`src/design/sfcfe_pkg.sv`:
```
// serial flash command front end: shared constants and types
// assumes a 10 MHz system clock and a link clock well below it
package sfcfe_pkg;

  localparam int CLK_PERIOD_NS = 100;
  localparam int POR_TIME_NS   = 1000;
  localparam int POR_CYCLES    =
    (POR_TIME_NS + CLK_PERIOD_NS - 1) / CLK_PERIOD_NS;

  localparam int OPC_BITS      = 8;
  localparam int ADDR_BITS     = 24;
  localparam int PAGE_BITS     = 12;
  localparam int STD_BYTE_BITS = 10;
  localparam int BIN_BYTE_BITS = 9;
  localparam int BIN_LIN_BITS  = 21;
  localparam int STD_PAGE_LSB  = 10;
  localparam int BIN_PAGE_LSB  = 9;

  localparam logic [4:0] OPC_CNT  = 5'h08;
  localparam logic [4:0] ADDR_CNT = 5'h18;
  localparam logic [4:0] BYTE_CNT = 5'h08;
  localparam logic [2:0] OUT_LAST = 3'h7;

  // pin sync reset values: cs_n, sck, si, wp_n, reset_n
  localparam logic [4:0] PIN_RST_VAL = 5'h13;

  typedef enum logic [5:0] {
    ST_IDLE = 6'h01,
    ST_OPC  = 6'h02,
    ST_ADDR = 6'h04,
    ST_DATA = 6'h08,
    ST_REJ  = 6'h10,
    ST_HOLD = 6'h20
  } sfcfe_state_t;

endpackage

```
`src/design/sfcfe_por.sv`:
```
// internal power-on reset stretcher
// holds the core in reset for a fixed count after system reset
`timescale 1ns/10ps
`default_nettype none
module sfcfe_por #(
  parameter int CYC = 10
) (
  input  wire logic clk_i,
  input  wire logic rst_i,
  output logic      por_o
);
  localparam int CW = $clog2(CYC + 1);
  localparam logic [CW-1:0] LAST = CW'(CYC);
  logic [CW-1:0] cnt;

  always_ff @(posedge clk_i)
  begin
    if (rst_i)
      cnt <= '0;
    else if (cnt != LAST)
      cnt <= cnt + 1'b1;
  end

  always_ff @(posedge clk_i)
  begin
    if (rst_i)
      por_o <= 1'b1;
    else
      por_o <= (cnt != LAST);
  end
endmodule
`default_nettype wire

```
`src/design/sfcfe_sync.sv`:
```
// two-stage synchroniser for a group of asynchronous pins
// assumes each bit is independent; no multi-bit coherence
`timescale 1ns/10ps
`default_nettype none
module sfcfe_sync #(
  parameter int         W       = 1,
  parameter logic [W-1:0] RST_VAL = '0
) (
  input  wire logic         clk_i,
  input  wire logic         rst_i,
  input  wire logic [W-1:0] d_i,
  output logic      [W-1:0] q_o
);
  logic [W-1:0] meta;

  always_ff @(posedge clk_i)
  begin
    if (rst_i)
    begin
      meta <= RST_VAL;
      q_o  <= RST_VAL;
    end
    else
    begin
      meta <= d_i;
      q_o  <= meta;
    end
  end
endmodule
`default_nettype wire

```
`src/design/sfcfe_top.sv`:
```
// serial flash command front end: pin sampling, framing, decode
// assumes link pins are asynchronous and sck is at most clk/4
//
// Notes on behaviour
// - input bits taken on serial clock rise
// - deselected device ignores serial input
// - output bit changes on serial clock fall
// - output high impedance while deselected
// - write protect guards marked sectors always; the code has no sector marks, it rejects non-exempt modify commands
// - write protect freezes protection register
// - protected program or erase is discarded
// - rejected command idles after deselect
// - protect and lockdown commands still accepted
// - floating write protect reads as deasserted; the code has no pull-up, wp_n reads high only while RST_I is high
// - reset pin low aborts and idles
// - held in reset while pin low
// - device makes its own power-on reset
// - select fall, then 8-bit opcode, address
// - all fields shifted most significant first
// - three address bytes, dummy bits leading
// - standard pages: 10-bit buffer byte
// - standard pages: 12 page, 10 byte
// - binary pages: 9-bit buffer byte
// - binary pages: 21-bit linear, 12/9 split
// - select fall starts, select rise ends
// - busy past select rise delays standby
`timescale 1ns/10ps
`default_nettype none
module sfcfe_top
  import sfcfe_pkg::*;
#(
  parameter int POR_CYC = POR_CYCLES
) (
  input  wire logic                     MCLK_I,
  input  wire logic                     RST_I,
  input  wire logic                     CS_N_I,
  input  wire logic                     SCK_I,
  input  wire logic                     SI_I,
  input  wire logic                     WP_N_I,
  input  wire logic                     RESET_N_I,
  output logic                          SO_O,
  output logic                          SO_OE_O,
  input  wire logic                     PAGE_SIZE_BIN_I,
  input  wire logic                     BUSY_I,
  input  wire logic                     OP_IS_MODIFY_I,
  input  wire logic                     OP_IS_PROT_MOD_I,
  input  wire logic                     OP_WP_EXEMPT_I,
  output logic                          OPCODE_VALID_O,
  output logic [OPC_BITS-1:0]           OPCODE_O,
  output logic                          ADDR_VALID_O,
  output logic [PAGE_BITS-1:0]          PAGE_SELECT_BITS_O,
  output logic [STD_BYTE_BITS-1:0]      BYTE_IN_PAGE_BITS_O,
  output logic [STD_BYTE_BITS-1:0]      BUFFER_BYTE_BITS_STD_O,
  output logic [BIN_BYTE_BITS-1:0]      BUFFER_BYTE_BITS_BINARY_O,
  output logic [BIN_LIN_BITS-1:0]       LINEAR_ARRAY_BITS_O,
  output logic                          DATA_VALID_O,
  output logic [7:0]                    DATA_BYTE_O,
  output logic                          TX_LOAD_O,
  input  wire logic [7:0]               TX_DATA_I,
  output logic                          CMD_END_O,
  output logic                          REJECT_O,
  output logic                          STANDBY_O,
  output logic                          WP_ACTIVE_O,
  output logic                          ABORT_O
);

  logic [4:0]     pins_s;
  logic           cs_n_s;
  logic           sck_s;
  logic           si_s;
  logic           wp_n_s;
  logic           reset_n_s;
  logic           por_rst;
  logic           int_rst;
  logic           sck_q;
  logic           cs_q;
  logic           sck_rise;
  logic           sck_fall;
  logic           cs_fall;
  logic           cs_rise;
  sfcfe_state_t   state;
  sfcfe_state_t   next_state;
  sfcfe_state_t   end_state;
  logic [4:0]     bit_cnt;
  logic [ADDR_BITS-1:0] in_shift;
  logic           shifting;
  logic           opc_done;
  logic           addr_done;
  logic           byte_done;
  logic           reject;
  logic [7:0]     out_sr;
  logic [2:0]     out_cnt;

  // sync reset values hold wp_n and reset_n deasserted only while RST_I is high
  sfcfe_sync #(.W(5), .RST_VAL(PIN_RST_VAL)) u_sync (
    .clk_i (MCLK_I),
    .rst_i (RST_I),
    .d_i   ({CS_N_I, SCK_I, SI_I, WP_N_I, RESET_N_I}),
    .q_o   (pins_s)
  );

  sfcfe_por #(.CYC(POR_CYC)) u_por (
    .clk_i (MCLK_I),
    .rst_i (RST_I),
    .por_o (por_rst)
  );

  assign cs_n_s    = pins_s[4];
  assign sck_s     = pins_s[3];
  assign si_s      = pins_s[2];
  assign wp_n_s    = pins_s[1];
  assign reset_n_s = pins_s[0];

  assign int_rst = por_rst | ~reset_n_s;

  always_ff @(posedge MCLK_I)
  begin
    if (RST_I)
    begin
      sck_q <= 1'b0;
      cs_q  <= 1'b1;
    end
    else
    begin
      sck_q <= sck_s;
      cs_q  <= cs_n_s;
    end
  end

  assign sck_rise = sck_s & ~sck_q;
  assign sck_fall = ~sck_s & sck_q;
  assign cs_fall  = ~cs_n_s & cs_q;
  assign cs_rise  = cs_n_s & ~cs_q;

  assign shifting  = (state == ST_OPC) | (state == ST_ADDR)
                   | (state == ST_DATA);
  assign opc_done  = (state == ST_OPC) & (bit_cnt == OPC_CNT);
  assign addr_done = (state == ST_ADDR) & (bit_cnt == ADDR_CNT);
  assign byte_done = (state == ST_DATA) & (bit_cnt == BYTE_CNT);

  // exempt commands win over the write-protect block
  assign reject = ~wp_n_s & ~OP_WP_EXEMPT_I
                & (OP_IS_MODIFY_I | OP_IS_PROT_MOD_I);

  assign end_state = BUSY_I ? ST_HOLD : ST_IDLE;

  always_comb
  begin
    next_state = state;
    case (state)
      ST_IDLE:
        if (cs_fall)
          next_state = ST_OPC;
      ST_OPC:
        if (cs_rise)
          next_state = end_state;
        else if (opc_done)
          next_state = reject ? ST_REJ : ST_ADDR;
      ST_ADDR:
        if (cs_rise)
          next_state = end_state;
        else if (addr_done)
          next_state = ST_DATA;
      ST_DATA:
        if (cs_rise)
          next_state = end_state;
      ST_REJ:
        if (cs_rise)
          next_state = end_state;
      ST_HOLD:
        if (cs_fall)
          next_state = ST_OPC;
        else if (!BUSY_I)
          next_state = ST_IDLE;
      default:
        next_state = ST_IDLE;
    endcase
  end

  always_ff @(posedge MCLK_I)
  begin
    if (int_rst)
      state <= ST_IDLE;
    else
      state <= next_state;
  end

  always_ff @(posedge MCLK_I)
  begin
    if (int_rst || cs_fall || opc_done || addr_done || byte_done)
      bit_cnt <= '0;
    else if (sck_rise && !cs_n_s && shifting)
      bit_cnt <= bit_cnt + 1'b1;
  end

  // msb first: new bit enters at the bottom
  always_ff @(posedge MCLK_I)
  begin
    if (int_rst)
      in_shift <= '0;
    else if (sck_rise && !cs_n_s && shifting)
      in_shift <= {in_shift[ADDR_BITS-2:0], si_s};
  end

  assign OPCODE_VALID_O = opc_done;
  assign OPCODE_O       = in_shift[OPC_BITS-1:0];

  // upper bits beyond the field are dummies and are dropped
  always_ff @(posedge MCLK_I)
  begin
    if (int_rst)
    begin
      ADDR_VALID_O              <= 1'b0;
      PAGE_SELECT_BITS_O        <= '0;
      BYTE_IN_PAGE_BITS_O       <= '0;
      BUFFER_BYTE_BITS_STD_O    <= '0;
      BUFFER_BYTE_BITS_BINARY_O <= '0;
      LINEAR_ARRAY_BITS_O       <= '0;
    end
    else
    begin
      ADDR_VALID_O <= addr_done;
      if (addr_done)
      begin
        BUFFER_BYTE_BITS_STD_O    <= in_shift[STD_BYTE_BITS-1:0];
        BUFFER_BYTE_BITS_BINARY_O <= in_shift[BIN_BYTE_BITS-1:0];
        LINEAR_ARRAY_BITS_O       <= in_shift[BIN_LIN_BITS-1:0];
        if (PAGE_SIZE_BIN_I)
        begin
          PAGE_SELECT_BITS_O  <= in_shift[BIN_PAGE_LSB +: PAGE_BITS];
          BYTE_IN_PAGE_BITS_O <= {1'b0, in_shift[BIN_BYTE_BITS-1:0]};
        end
        else
        begin
          PAGE_SELECT_BITS_O  <= in_shift[STD_PAGE_LSB +: PAGE_BITS];
          BYTE_IN_PAGE_BITS_O <= in_shift[STD_BYTE_BITS-1:0];
        end
      end
    end
  end

  always_ff @(posedge MCLK_I)
  begin
    if (int_rst)
    begin
      DATA_VALID_O <= 1'b0;
      DATA_BYTE_O  <= '0;
    end
    else
    begin
      DATA_VALID_O <= byte_done;
      if (byte_done)
        DATA_BYTE_O <= in_shift[7:0];
    end
  end

  // only an accepted command deselected in the address or data phase reaches the array
  always_ff @(posedge MCLK_I)
  begin
    if (int_rst)
      CMD_END_O <= 1'b0;
    else
      CMD_END_O <= cs_rise & ((state == ST_ADDR) | (state == ST_DATA));
  end

  assign TX_LOAD_O = (state == ST_DATA) & sck_fall & ~cs_n_s
                   & (out_cnt == '0);

  always_ff @(posedge MCLK_I)
  begin
    if (int_rst || cs_fall)
    begin
      SO_O    <= 1'b0;
      out_sr  <= '0;
      out_cnt <= '0;
    end
    else if (TX_LOAD_O)
    begin
      SO_O    <= TX_DATA_I[7];
      out_sr  <= {TX_DATA_I[6:0], 1'b0};
      out_cnt <= OUT_LAST;
    end
    else if (sck_fall && !cs_n_s && state == ST_DATA)
    begin
      SO_O    <= out_sr[7];
      out_sr  <= {out_sr[6:0], 1'b0};
      out_cnt <= out_cnt - 1'b1;
    end
  end

  // enable follows the synchronised select, two clocks late
  assign SO_OE_O     = ~cs_n_s;
  assign REJECT_O    = (state == ST_REJ);
  assign STANDBY_O   = (state == ST_IDLE);
  assign WP_ACTIVE_O = ~wp_n_s;
  assign ABORT_O     = ~reset_n_s;
endmodule
`default_nettype wire

```
`config.mk`:
```
export PLATFORM = sky130hd
export DESIGN_NAME = sfcfe_top
export DESIGN_NICKNAME = d
export VERILOG_FILES = /design/src/design/sfcfe_pkg.sv /design/src/design/sfcfe_por.sv /design/src/design/sfcfe_sync.sv /design/src/design/sfcfe_top.sv
export SDC_FILE = /design/constraint.sdc
export NUM_CORES = 1
export LEC_CHECK = 0
export BUFFER_PORTS_ARGS = -buffer_cell sky130_fd_sc_hd__clkbuf_2
export CAP_MARGIN = 5
export CORE_AREA = 4 4 81 120
export CTS_CLUSTER_SIZE = 28
export DETAILED_ROUTE_END_ITERATION = 7
export DIE_AREA = 0 0 85 124
export PLACE_DENSITY = 0.79
export SYNTH_ARGS = -nofsm -noshare
export SYNTH_HDL_FRONTEND = slang
export SYNTH_HIERARCHICAL = 1
export SYNTH_SLANG_ARGS = --single-unit
export TNS_END_PERCENT = 50
```
`constraint.sdc`:
```
create_clock -name MCLK_I -period 3.45 [get_ports MCLK_I]
set_input_delay 0.345 -clock MCLK_I [delete_from_list [all_inputs] [get_ports MCLK_I]]
set_output_delay 0.345 -clock MCLK_I [all_outputs]
set_load 0.05 [all_outputs]
```
* Word-level counts from Yosys, hierarchy flattened
Index checks and enable logic that the tools add are counted.
** Operators by class
- Add/sub/neg operators :: 3
- $mul :: 0
- Divide/modulo/power cells :: 0
- $lt $le $gt $ge :: 0
- Equality and inequality tests :: 14
- Shifts and indexed selects :: 0
- Mux-type cells :: 19
- Bitwise gates (word level) :: 25
- Reductions and logical operators :: 13
** Operators by type and width (count)
- 2-to-1 mux 6 bit :: 9
- case mux 6 bit (5 select lines) :: 1
- 2-to-1 mux 8 bit :: 2
- bitwise AND 1 bit :: 13
- 2-to-1 mux 12 bit :: 1
- 2-to-1 mux 10 bit :: 1
- != test 3 bit (second input constant) :: 3
- NOT 1 bit :: 7
- == test 6 x 1 -> 1 bit (second input constant) :: 1
- == test 6 x 2 -> 1 bit (second input constant) :: 1
- == test 6 x 3 -> 1 bit (second input constant) :: 1
- == test 6 x 4 -> 1 bit (second input constant) :: 1
- == test 6 x 5 -> 1 bit (second input constant) :: 1
- == test 6 bit (second input constant) :: 1
- 2-to-1 mux 3 bit :: 2
- adder 5 x 1 -> 5 bit (second input constant) :: 1
- == test 5 x 4 -> 1 bit (second input constant) :: 1
- == test 5 bit (second input constant) :: 1
- 2-to-1 mux 5 bit :: 1
- OR 1 bit :: 5
- AND reduction 5 bit :: 1
- adder 4 x 1 -> 4 bit (second input constant) :: 1
- logical AND 1 bit :: 4
- logical OR 1 bit :: 4
- other kinds (8) :: 10
** Word-level totals
- Bits in registers :: 134
- Bits in latches :: 0
- Bits in writable memories :: 0
- Bits in read-only memories :: 0
- Input bits :: 20
- Memories :: 0

* Depth between registers and ports, before layout
- Word-level depth :: 7
- Gate-level depth with buffers :: 8

* Cells and area by module
The synthesis kept the hierarchy.
** By module, submodules not included
- sfcfe_top :: instances 1, cells an instance 494, area each 4160.2 µm², sequential area each 1821.7 µm²
- sfcfe_sync :: instances 1, cells an instance 20, area each 262.8 µm², sequential area each 200.2 µm²
- sfcfe_por :: instances 1, cells an instance 21, area each 226.5 µm², sequential area each 100.1 µm²

* Worst setup path before layout
OpenSTA, ideal clock, no wires.
- Kind :: register to output
- Start point :: reg state[3]
- End point :: out OPCODE_VALID_O
- Arrival time :: 2.554 ns
- Data required time :: 3.105 ns
- Slack :: 0.551 ns
- Cell stages (with the launch flop) :: 5
- Path buffers :: 1
- Cells stage by stage :: dfxtp_1 -> buf_2 -> or4_4 -> nor3b_1 -> nor3b_1
** On the way
- Cells in the longest elaborated chain, start to end :: 2
** RTL lines
- start, declared :: RTL line sfcfe_top.sv:81 : sfcfe_state_t state;
- start signal, assigned :: RTL line sfcfe_top.sv:185 : state <= next_state;
- == test 6 x 2 -> 1 bit :: RTL line sfcfe_top.sv:137 : assign opc_done = (state == ST_OPC) & (bit_cnt == OPC_CNT);
- bitwise AND 1 bit :: RTL line sfcfe_top.sv:137
- end, declared :: RTL line sfcfe_top.sv:48 : output logic OPCODE_VALID_O,
Every way passes these cells.

* Worst setup path after layout
- Start point :: reg state[2]
- End point :: out OPCODE_VALID_O
The elaborated chain is that of the path after synthesis.

==> impl_metrics.env <==
export IMPL_post_drt_wl_per_cell_um=12.9
export IMPL_pre_cts_slack_ns=0.998
export IMPL_synth_fa_ha_area_share_pct=1.61
export IMPL_final_cell_mix="108 x clkbuf_2, 106 x dfxtp_1, 97 x nand2_1"
export IMPL_cts_tree="done"
export IMPL_grt_usage_pct=17.7
export IMPL_intPower_mw=1.74
export IMPL_p_leak_nw=2.12
export IMPL_drive_gt1_share_pct=23.5
export IMPL_route_detailed_drc=0
export IMPL_reg2reg_from="state[3]"
export IMPL_p_switching_mw=0.453
export IMPL_cts_clk_slew_worst_paths_ns=0.06
export IMPL_cts_resized=0
export IMPL_final_util_pct=59.2
export IMPL_io_buffers=108
export IMPL_fmax_mhz=356
export IMPL_rows=42
export IMPL_synth_top_cell_area_share_pct=45.6
export IMPL_wl_um=9080
export IMPL_drt_iter0_drc=202
export IMPL_power_density_nw_per_um2=422
export IMPL_synthMuxAreaShare_pct=6.46
export IMPL_first_pass_iters=4
export IMPL_nets=614
export IMPL_rr_worst_depth=5
export IMPL_holdWs_ns=0.182
export IMPL_ys_seq_area_share_pct=45.6
export IMPL_postRouteAntennaNets=0
export IMPL_synth_cells=535
export IMPL_yosys_area_top_type="dfxtp_1"
export IMPL_ys_top_cells_by_area="dfxtp_1 46%, nand2_1 7.8%, mux2i_1 6.5%, a21oi_1 6.0%, buf_4 5.8%"
export IMPL_maxCapViolCount=0
export IMPL_dp_hpwl_um=6470
export IMPL_yosys_warnings=6
export IMPL_placedInstanceArea_um2=4940
export IMPL_slew_headroom_pct=34.8
export IMPL_htree_levels=3
export IMPL_final_period_utilization_pct=81.4
export IMPL_final_common_cell="clkbuf_2"
export IMPL_layoutNonFillerInstCount=702
export IMPL_cts_buffers=9
export IMPL_clockPowerShare_pct=41.3
export IMPL_synth_top_family_by_area="simple AND/OR/NAND/NOR gates"
export IMPL_grt_max_degree=47
export IMPL_io_pins=109
export IMPL_cts_buffer_depth=2
export IMPL_rsz0062_at_grt="no"
export IMPL_cpPeakStageDelay_ns=0.60
export IMPL_overflow=0
export IMPL_finClkSkew_ns=0.00647
export IMPL_die_w_um=85
export IMPL_num_vias=3654
export IMPL_coreArea_um2=8780
export IMPL_ir_drop_v=0.000273
export IMPL_worstPathRequired_ns=3.11
export IMPL_fin_area_um2=5200
export IMPL_endpoint="OPCODE_VALID_O"
export IMPL_vias_per_cell=5.21
export IMPL_switching_share_pct=20.7
export IMPL_ys_seq_elements=106
export IMPL_synth_distinct_cells=49
export IMPL_ys_flop_type="dfxtp_1"
export IMPL_hp_class="in2reg"
export IMPL_setup_worst_path_end_class="primary output"
export IMPL_pwr_share_comb_pct=2.1
export IMPL_finalSetupViolations=0
export IMPL_critPathLaunch="state[2]"
export IMPL_crit_chain="or4_4, nor3b_1, nor3b_1, clkbuf_2"
export IMPL_syn_area_per_cell_um2=8.69
export IMPL_synth_compound_area_share_pct=12.9
export IMPL_setup_tns_ns=0
export IMPL_synthesis_area_um2=4650
export IMPL_cp_start_kind="register"
export IMPL_clk_latency_ns=0.34
export IMPL_antenna_cells=0
export IMPL_cp_arrival_ns=2.46
export IMPL_synthSimpleGateAreaFrac_pct=21.7
export IMPL_grt_first_pass_wirelength_um=15300
export IMPL_die_area_um2=10500
export IMPL_setup_ws_ns=0.643
export IMPL_r2r_slack_ns=1.13
export IMPL_synth_fp_nets=561
export IMPL_crit_slowest_cell="or4_4"
export IMPL_path_class="reg2out"
export IMPL_dieHeight_um=124
export IMPL_antenna_found_initial=0
export IMPL_synth_xor_area_share_pct=1.70
export IMPL_power_mw=2.19
export IMPL_syn2layout_area_growth_pct=11.8
export IMPL_maxSlewViolCount=0
export IMPL_tightest_slew_ns=0.976
export IMPL_final_min_clock_period_ns=2.81
export IMPL_holdBufCountCts=0
export IMPL_grt_pass1_vias=3356
export IMPL_status="finished clean"
export IMPL_hold_violations=0
export IMPL_gp_congestion=0.884
export IMPL_p_seq_share_pct=56.5
export IMPL_start_util_pct=53.0
export IMPL_cts_sinks=106
export IMPL_async_reset_ff_share_pct=0
export IMPL_r2r_end="in_shift[13]"
export IMPL_cpMostUsedCell="nor3b_1"
export IMPL_place_inst=687
export IMPL_synth_edf_count=0
export IMPL_root_buffer="clkbuf_16"
export IMPL_path_max_fanout=13
export IMPL_post_cts_setup_buffer_count=0
==> state kept, by name (all words and copies together), names as in the netlist, 3 cells and up <==
register and flops:
in_shift 22, LINEAR_ARRAY_BITS_O 12, PAGE_SELECT_BITS_O 12, BYTE_IN_PAGE_BITS_O 10
DATA_BYTE_O 8, out_sr 7, state 6, bit_cnt 5
u_sync/meta 5, u_sync/q_o 5, u_por/cnt 4, out_cnt 3
==> cell usage after synthesis (3+ instances only) <==
master    number
a21oi_1       56
a211oi_1      23
nand3b_1       3
buf_4         36
nor3_1         7
xor2_1         3
buf_6          3
nor3b_1        4
or3_1          4
xnor2_1        6
o21ai_0        7
buf_2          7
nand3_1        5
or2_1          7
dfxtp_1      106
mux2i_1       30
nand2_1       97
clkbuf_1      23
nor2b_1        7
ha_1           6
nand4_1        3
nand2b_1       7
nor2_1        43
inv_1         10
==> cell type report <==
cell class / instances / area, um^2
clock buffers: 10 / 229
clock inverters: 5 / 32.5
fillers: 775 / 3580
inverters: 10 / 37.5
multi-input cells: 350 / 2080
flip-flops and latches: 106 / 2120
well taps: 110 / 138
repair buffers: 111 / 563
==> worst max-delay path, delay by kind of cell, from the launching register on <==
family / cells / cell delay [ns]
AND/OR/NAND/NOR: 3 / 1.37
flip-flops: 1 / 0.43
buffers and inverters: 1 / 0.32
==> cell families after synthesis <==
logic type,Yosys count
flip-flops,106
AND/OR/NAND/NOR,207
AO/OA/AOI/OAI,98
buffers and inverters,79
adder cells (fa/ha/maj),6
XOR/XNOR,9
multiplexers,30
==> power groups by stage <==
stage	Sequential, mW	Combinational (mW)	Clock (mW)
global route	1.24	0.0532	0.991
CTS	1.24	0.0479	0.938
detailed placement	1.27	0.0477	0
floorplan	1.27	0.0305	0
finish	1.24	0.0470	0.906
global placement	1.27	0.0464	0
==> worst min path at each step <==
stage | from | end | depth (start not counted)
after floorplan | u_sync/meta[0] | u_sync/q_o[0] | 1
after global placement | u_sync/meta[0] | u_sync/q_o[0] | 1
after detailed placement | u_sync/meta[4] | u_sync/q_o[4] | 1
after CTS | RESET_N_I | u_sync/meta[0] | 2
after global routing | CS_N_I | u_sync/meta[4] | 2
final | RESET_N_I | u_sync/meta[0] | 2
==> metal layers <==
layer,wire length [um],global-route usage [%],vias up
met5,0,0,-
met4,116,6.14,0
met3,514,4.37,12
met2,4510,31.2,96
met1,3940,21.0,1670
li1,-,-,1876
No activity file was read; power rests on OpenSTA's default activity.
